[config.mk]
export PLATFORM = sky130hd
export DESIGN_NAME = sarsr_host_flat
export DESIGN_NICKNAME = d
export VERILOG_FILES = /design/src/verilog/sarsr_pkg.sv /design/src/verilog/sarsr_if.sv /design/src/verilog/sarsr_fifo.sv /design/src/verilog/sarsr_host.sv /design/src/flat_wrapper.sv
export SDC_FILE = /design/constraint.sdc
export NUM_CORES = 1
export LEC_CHECK = 0
export ABC_AREA = 1
export BUFFER_PORTS_ARGS = -buffer_cell sky130_fd_sc_hd__buf_2
export CORE_ASPECT_RATIO = 1.2
export CORE_UTILIZATION = 55
export DETAILED_ROUTE_END_ITERATION = 12
export PLACE_DENSITY = 0.72
export SYNTH_ARGS = -nofsm -noshare
export SYNTH_HDL_FRONTEND = slang
export SYNTH_SLANG_ARGS = --single-unit
export TNS_END_PERCENT = 20
[constraint.sdc]
create_clock -name i_clk -period 3.2 [get_ports i_clk]
set_input_delay 0.64 -clock i_clk [delete_from_list [all_inputs] [get_ports i_clk]]
set_output_delay 0.64 -clock i_clk [all_outputs]
set_load 0.01 [all_outputs]
[src/verilog/sarsr_pkg.sv]
// package: shared constants of the serial converter readout link
// assumes: included first, no imports anywhere
package sarsr_pkg;
  // ************************************************************
  // frame layout
  // ************************************************************
  localparam int RESULT_BITS = 14;
  localparam int FRAME_CYCLES = 18;
  localparam int LEAD_ZEROS = 2;
  localparam int TRACK_EDGE = 16;
  localparam logic [4:0] EDGE_CNT_RESET = 5'h00;
  localparam logic [13:0] RESULT_RESET = 14'h0000;
  // ************************************************************
  // timing
  // ************************************************************
  localparam int CLK_PERIOD_NS = 10;
  localparam int SCLK_HALF_NS = 111;
  localparam int SCLK_HALF_CYC = (SCLK_HALF_NS + CLK_PERIOD_NS - 1) / CLK_PERIOD_NS;
  localparam int CS_HIGH_NS = 20;
  localparam int CS_HIGH_CYC = (CS_HIGH_NS + CLK_PERIOD_NS - 1) / CLK_PERIOD_NS;
  localparam int TRACK_INTERVAL_NS = 833;
  localparam int TRACK_INTERVAL_CYC = (TRACK_INTERVAL_NS + CLK_PERIOD_NS - 1) / CLK_PERIOD_NS;
  localparam int FIFO_DEPTH = 8;
endpackage

[src/verilog/sarsr_if.sv]
// interface: the three-wire link between converter and host
// assumes: testbench resolves the data wire from the enable
`timescale 1ns/1ps
interface sarsr_if;
  logic cs_n;
  logic sclk;
  logic dout;
  logic dout_oe_n;
  // ************************************************************
  // ends of the link
  // ************************************************************
  modport device (input cs_n, input sclk, output dout, output dout_oe_n);
  modport host (output cs_n, output sclk, input dout, input dout_oe_n);
endinterface

[src/verilog/sarsr_fifo.sv]
// module: small valid/ready FIFO for result words
// assumes: one clock, DEPTH a power of two
`timescale 1ns/1ps
module sarsr_fifo #(
  parameter int WIDTH = 14,
  parameter int DEPTH = 8
) (
  input wire logic i_clk,
  input wire logic i_reset_n,
  input wire logic i_ce,
  input wire logic i_valid,
  output logic o_ready,
  input wire logic [WIDTH-1:0] i_data,
  output logic o_valid,
  input wire logic i_ready,
  output logic [WIDTH-1:0] o_data
);
  localparam int AW = $clog2(DEPTH);
  logic [WIDTH-1:0] mem [DEPTH];
  logic [AW:0] wr_ptr;
  logic [AW:0] rd_ptr;
  wire full = (wr_ptr[AW] != rd_ptr[AW]) && (wr_ptr[AW-1:0] == rd_ptr[AW-1:0]);
  wire empty = (wr_ptr == rd_ptr);
  wire do_wr = i_ce && i_valid && !full;
  wire do_rd = i_ce && i_ready && !empty;
  assign o_ready = !full;
  assign o_valid = !empty;
  assign o_data = mem[rd_ptr[AW-1:0]];
  // ************************************************************
  // storage and pointers
  // ************************************************************
  // memory has no reset: contents are qualified by valid
  always_ff @(posedge i_clk)
  begin
    if (do_wr)
      mem[wr_ptr[AW-1:0]] <= i_data;
  end
  // pointers
  always_ff @(posedge i_clk or negedge i_reset_n)
  begin
    if (!i_reset_n)
    begin
      wr_ptr <= '0;
      rd_ptr <= '0;
    end
    else
    begin
      if (do_wr)
        wr_ptr <= wr_ptr + 1'b1;
      if (do_rd)
        rd_ptr <= rd_ptr + 1'b1;
    end
  end
endmodule

[src/verilog/sarsr_host.sv]
// module: host end, makes select and link clock, collects results
// assumes: link clock derived here by a divider; results leave through a FIFO
`timescale 1ns/1ps
module sarsr_host #(
  parameter int RESULT_BITS = sarsr_pkg::RESULT_BITS,
  parameter int HALF_CYC = sarsr_pkg::SCLK_HALF_CYC,
  parameter int BITS_WANTED = sarsr_pkg::RESULT_BITS
) (
  input wire logic i_clk,
  input wire logic i_reset_n,
  input wire logic i_ce,
  sarsr_if.host link,
  input wire logic i_start,
  output logic o_busy,
  output logic o_valid,
  input wire logic i_ready,
  output logic [RESULT_BITS-1:0] o_data
);
  typedef enum logic [1:0] {SARSR_IDLE, SARSR_RUN, SARSR_GAP} sarsr_hstate_e;
  sarsr_hstate_e state;
  logic cs_n;
  logic sclk;
  logic [7:0] div;
  logic [4:0] rise_cnt;
  logic [7:0] gap;
  logic [RESULT_BITS-1:0] shift;
  logic d_m;
  logic d_s;
  logic push;
  logic f_ready;
  logic f_valid;
  logic [RESULT_BITS-1:0] f_data;
  wire half_done = (div == 8'(HALF_CYC - 1));
  // frame ends after 18 cycles, or early once enough bits are in
  wire [4:0] last_rise = 5'(sarsr_pkg::LEAD_ZEROS + BITS_WANTED);
  // short cycling only when fewer bits are asked for, else the full frame runs
  wire short_end = (BITS_WANTED < RESULT_BITS) && (rise_cnt == last_rise);
  wire frame_end = half_done && !sclk && (rise_cnt == 5'(sarsr_pkg::FRAME_CYCLES)
                   || short_end);
  // ************************************************************
  // clock divider, frame control and capture
  // ************************************************************
  always_ff @(posedge i_clk or negedge i_reset_n)
  begin
    if (!i_reset_n)
    begin
      state <= SARSR_IDLE;
      cs_n <= 1'b1;
      sclk <= 1'b1;
      div <= 8'h00;
      rise_cnt <= 5'h00;
      gap <= 8'h00;
      shift <= '0;
      push <= 1'b0;
      d_m <= 1'b0;
      d_s <= 1'b0;
    end
    else if (i_ce)
    begin
      d_m <= link.dout;
      d_s <= d_m;
      push <= 1'b0;
      case (state)
        SARSR_IDLE:
        begin
          sclk <= 1'b1;
          div <= 8'h00;
          if (i_start && f_ready) // back-pressure holds off a new frame
          begin
            cs_n <= 1'b0; // clock high at select fall
            rise_cnt <= 5'h00;
            state <= SARSR_RUN;
          end
        end
        SARSR_RUN:
        begin
          div <= half_done ? 8'h00 : div + 8'h01;
          if (frame_end)
          begin
            cs_n <= 1'b1;
            push <= 1'b1;
            gap <= 8'h00;
            state <= SARSR_GAP;
          end
          else if (half_done)
          begin
            sclk <= !sclk;
            if (!sclk)
            begin
              rise_cnt <= rise_cnt + 5'h01;
              // sample data at rise: edges 3..16 hold msb..lsb
              if (rise_cnt >= 5'(sarsr_pkg::LEAD_ZEROS) && rise_cnt < 5'(sarsr_pkg::TRACK_EDGE))
                shift <= {shift[RESULT_BITS-2:0], d_s};
            end
          end
        end
        SARSR_GAP:
        begin
          sclk <= 1'b1;
          gap <= gap + 8'h01;
          if (gap == 8'(sarsr_pkg::TRACK_INTERVAL_CYC))
            state <= SARSR_IDLE;
        end
        default: state <= SARSR_IDLE;
      endcase
    end
  end
  assign link.cs_n = cs_n;
  assign link.sclk = sclk;
  // busy flag
  always_ff @(posedge i_clk or negedge i_reset_n)
  begin
    if (!i_reset_n)
      o_busy <= 1'b0;
    else if (i_ce)
      o_busy <= (state != SARSR_IDLE);
  end
  // ************************************************************
  // result buffer
  // ************************************************************
  sarsr_fifo #(.WIDTH(RESULT_BITS), .DEPTH(sarsr_pkg::FIFO_DEPTH)) u_fifo (
    .i_clk(i_clk),
    .i_reset_n(i_reset_n),
    .i_ce(i_ce),
    .i_valid(push),
    .o_ready(f_ready),
    .i_data(shift),
    .o_valid(f_valid),
    .i_ready(i_ready && !o_valid),
    .o_data(f_data)
  );
  // output stage register, keeps outputs straight from flops
  always_ff @(posedge i_clk or negedge i_reset_n)
  begin
    if (!i_reset_n)
    begin
      o_valid <= 1'b0;
      o_data <= '0;
    end
    else if (i_ce)
    begin
      if (o_valid && i_ready)
        o_valid <= 1'b0;
      else if (!o_valid && f_valid && i_ready)
      begin
        o_valid <= 1'b1;
        o_data <= f_data;
      end
    end
  end
endmodule

[src/flat_wrapper.sv]
// flat-port wrapper written by rule: the top's interface ports become plain ports
module sarsr_host_flat 
#(
  parameter int RESULT_BITS = sarsr_pkg::RESULT_BITS,
  parameter int HALF_CYC = sarsr_pkg::SCLK_HALF_CYC,
  parameter int BITS_WANTED = sarsr_pkg::RESULT_BITS
)
  (i_clk, i_reset_n, i_ce, i_start, o_busy, o_valid, i_ready, o_data, link_cs_n, link_sclk, link_dout, link_dout_oe_n);
  sarsr_if link_i ();
  input wire logic i_clk;
  input wire logic i_reset_n;
  input wire logic i_ce;
  input wire logic i_start;
  output logic o_busy;
  output logic o_valid;
  input wire logic i_ready;
  output logic [RESULT_BITS-1:0] o_data;
  output wire logic [$bits(link_i.cs_n)-1:0] link_cs_n;
  output wire logic [$bits(link_i.sclk)-1:0] link_sclk;
  input wire logic [$bits(link_i.dout)-1:0] link_dout;
  input wire logic [$bits(link_i.dout_oe_n)-1:0] link_dout_oe_n;
  assign link_cs_n = link_i.cs_n;
  assign link_sclk = link_i.sclk;
  assign link_i.dout = link_dout;
  assign link_i.dout_oe_n = link_dout_oe_n;
  sarsr_host #(.RESULT_BITS(RESULT_BITS), .HALF_CYC(HALF_CYC), .BITS_WANTED(BITS_WANTED)) u_core (.i_clk(i_clk), .i_reset_n(i_reset_n), .i_ce(i_ce), .link(link_i), .i_start(i_start), .o_busy(o_busy), .o_valid(o_valid), .i_ready(i_ready), .o_data(o_data));
endmodule
==> qor.txt <==
Maximum vdd drop -> 0.535 mV
Final Hold Fails -> 0
DP HPWL -> 9.80 mm
Register area share after synthesis -> 66.7%
Largest net degree at the start of global routing -> 43
# DRC -> 0
Clk root buf -> clkbuf_16
Critical R2R Capture -> u_core.u_fifo.mem[2][12]
Chip height -> 130 µm
Count of flip-flops with a built-in enable after synthesis -> 112
First-pass GRT wire length -> 25.2 mm
Post-CTS Hold Buffers -> 0
WL final -> 15.7 mm
Setup repair bufs after CTS -> 0
Clk slew on worst S/H paths -> 0.06 ns
Grt total ovfl -> 0
Synth warn -> 0
Vias per cell -> 5.67
Max-Cap Viols -> 0
Syn Nets -> 718
Fmax -> 378 MHz
Final setup vio count -> 0
Vias in the first global route -> 5095
GPL Wtd Cong -> 0.882
FF-to-FF path depth -> 8
Crit. End Element -> flip-flop
Mapped Area -> 0.00752 mm²
Async set or reset register ratio after synthesis -> 37.1%
Max_slew headroom -> 32.7%
Diode count -> 0
Antenna violations before repair -> 0
Routed via count -> 5198
Worst-Margin Slew -> 1.01 ns
Gr usage total -> 24.2%
Final Net Count -> 750
Total CTS buffers -> 17
WL per Instance -> 17.1 µm
Required time worst endpoint -> 3.30 ns
Area Overhead vs Synth -> 12.4%
Die ar. -> 0.0141 mm²
Startpoint type of the worst setup path -> flip-flop
Post-synthesis cell count -> 704
Outcome -> finished clean
Prevailing post-synth register cell -> edfxtp_1
Dpl ws -> 0.610 ns
Fin worst setup slack -> 0.554 ns
Post-route ant nets -> 0
Post-placement cell count -> 885
Max Transition Viols Final -> 0
Fin crit period -> 2.65 ns
Critical Path Fanout Max -> 16
Syn avg cell area -> 10.7 µm²
Leak pwr -> 3.42 nW
CP arrival -> 2.75 ns
Input/output buffers -> 23
Detailed Route Iter0 Violations -> 475
RR Startpoint -> u_core.u_fifo.rd_ptr[2]
FP Rows -> 46
RSZ-0062 raised after global routing -> false
Clock sink total -> 178
Clock Path Buffers -> 2
Die width -> 109 µm
Clock Skews -> 0.00667 ns
# IOs -> 25
FF+latch count, synth -> 178
Fin crit share -> 82.7%
Total Neg Setup Slack -> 0 ns
Insertion delay to the later sink of the worst-skew pair -> 0.42 ns
Netlist cell types -> 38
Initial Utilization -> 56.5%
Finished Layout Cells -> 917
CTS tree -> yes
Core area -> 0.0133 mm²
Resize count post-CTS -> 0
R2R Setup Slk -> 0.55 ns
Pre-antenna DRT Iters -> 5
Htree depth -> 4
Power density over cell area -> 763 mW/mm²
Kind of critical path -> flip-flop to flip-flop
Layout cells sized above 1 -> 13.4%
HP Class -> primary input to asynchronous set/reset pin
==> power by group <==
part	switching, W	leakage (nW)	total, W	internal (W)
sequential	0.000161	1.80	0.00275	0.00259
clock	0.000822	0.292	0.00208	0.00126
combinational	0.00107	1.32	0.00161	0.000541
total	0.00206	3.42	0.00645	0.00439
==> sequential cells by signal, indices dropped and copies added, names as in the netlist, 2 cells and up <==
signal and count:
u_core.u_fifo.rd_ptr 4, u_core.gap 8, u_core.state 2, u_core.o_data 14
u_core.shift 14, u_core.div 8, u_core.u_fifo.mem 112, u_core.u_fifo.wr_ptr 4
u_core.rise_cnt 5
==> routing by layer <==
layer / vias up / share of wire [%] / global-route usage, %
met5: - / 0 / 0
met2: 184 / 51 / 41.9
li1: 2456 / - / -
met1: 2526 / 41 / 29.0
met3: 32 / 5.5 / 4.85
met4: 0 / 2.7 / 11.6
==> critical path, stage by stage (launching register included) <==
cell and delay, ns:
dfrtp_1 0.68, inv_2 0.30, nand2_1 0.15, nand2_1 0.07, nand4_1 0.18, nand3_2 0.16, or2_2 0.35, nor2_1 0.14
buf_4 0.28
==> layout make-up <==
cell class	count	area, µm²
clock buffer	21	460
fill	990	4850
timing repair buffer	42	270
tap	168	210
clock inverter	11	134
sequential	178	5020
inverter	37	139
multi-input combinational	460	2220
==> cell families after synthesis <==
kind of cell / after synthesis / synth area share, %
and+or+nand+nor: 317 / 17.6
DFF: 178 / 66.7
adders and majority gates: 7 / 1.17
buffers and inverters: 66 / 3.86
xor gates and xnor gates: 12 / 1.40
AOI/OAI and AO/OA: 124 / 9.24
==> placed cells by master (no fill, tap or decap), types with 3 or more instances in the layout <==
| cell | count |
|---|---|
| nor2_4 | 4 |
| edfxtp_1 | 112 |
| nor3_1 | 4 |
| buf_2 | 23 |
| nor2_1 | 96 |
| inv_1 | 31 |
| o21ai_1 | 10 |
| nand4_1 | 3 |
| xnor2_1 | 5 |
| bufinv_16 | 3 |
| a21oi_1 | 4 |
| clkinv_2 | 4 |
| nor2_2 | 3 |
| a21oi_2 | 7 |
| ha_1 | 7 |
| o21ai_0 | 70 |
| nand2_1 | 175 |
| clkbuf_16 | 17 |
| dfrtp_1 | 64 |
| nand3_1 | 21 |
| buf_4 | 18 |
| o22ai_1 | 29 |
| inv_2 | 6 |
| xor2_1 | 7 |
==> worst max path at each step <==
stage          slack [ns]                  endpoint                    start
6_report             0.55  u_core.u_fifo.mem[2][12]  u_core.u_fifo.rd_ptr[2]
5_1_grt              0.46   u_core.u_fifo.mem[2][4]  u_core.u_fifo.rd_ptr[2]
4_1_cts              0.58  u_core.u_fifo.mem[0][12]  u_core.u_fifo.rd_ptr[2]
3_5_place_dp         0.61  u_core.u_fifo.mem[0][12]  u_core.u_fifo.rd_ptr[2]
3_3_place_gp         0.70  u_core.u_fifo.mem[4][13]  u_core.u_fifo.rd_ptr[2]
2_1_floorplan        0.45   u_core.u_fifo.mem[6][0]                     i_ce
==> synthesized netlist by cell type (all sizes together), types with 5 or more instances <==
master	count	area (µm²)
buf	16	100
ha	7	87.6
edfxtp	112	3360
clkbuf	13	51.3
dfrtp	64	1600
a21oi	11	81.3
nor2	103	424
nand2	177	669
xor2	7	61.3
inv	37	139
xnor2	5	43.8
nand3	23	133
nor3	5	30.0
o22ai	29	181
o21ai	80	400
==> through the flow <==
stage	hold slack, ns	power [W]	util (%)	cell area [µm²]
3_5_place_dp	0.453	0.00440	59.1	7850
4_1_cts	0.421	0.00648	63.5	8450
6_report	0.391	0.00645	63.5	8450
5_1_grt	0.453	0.00681	63.5	8450
3_3_place_gp	0.449	0.00433	59.1	7850
2_1_floorplan	0.344	0.00390	-	7520
(Power assumes the default switching activity.)
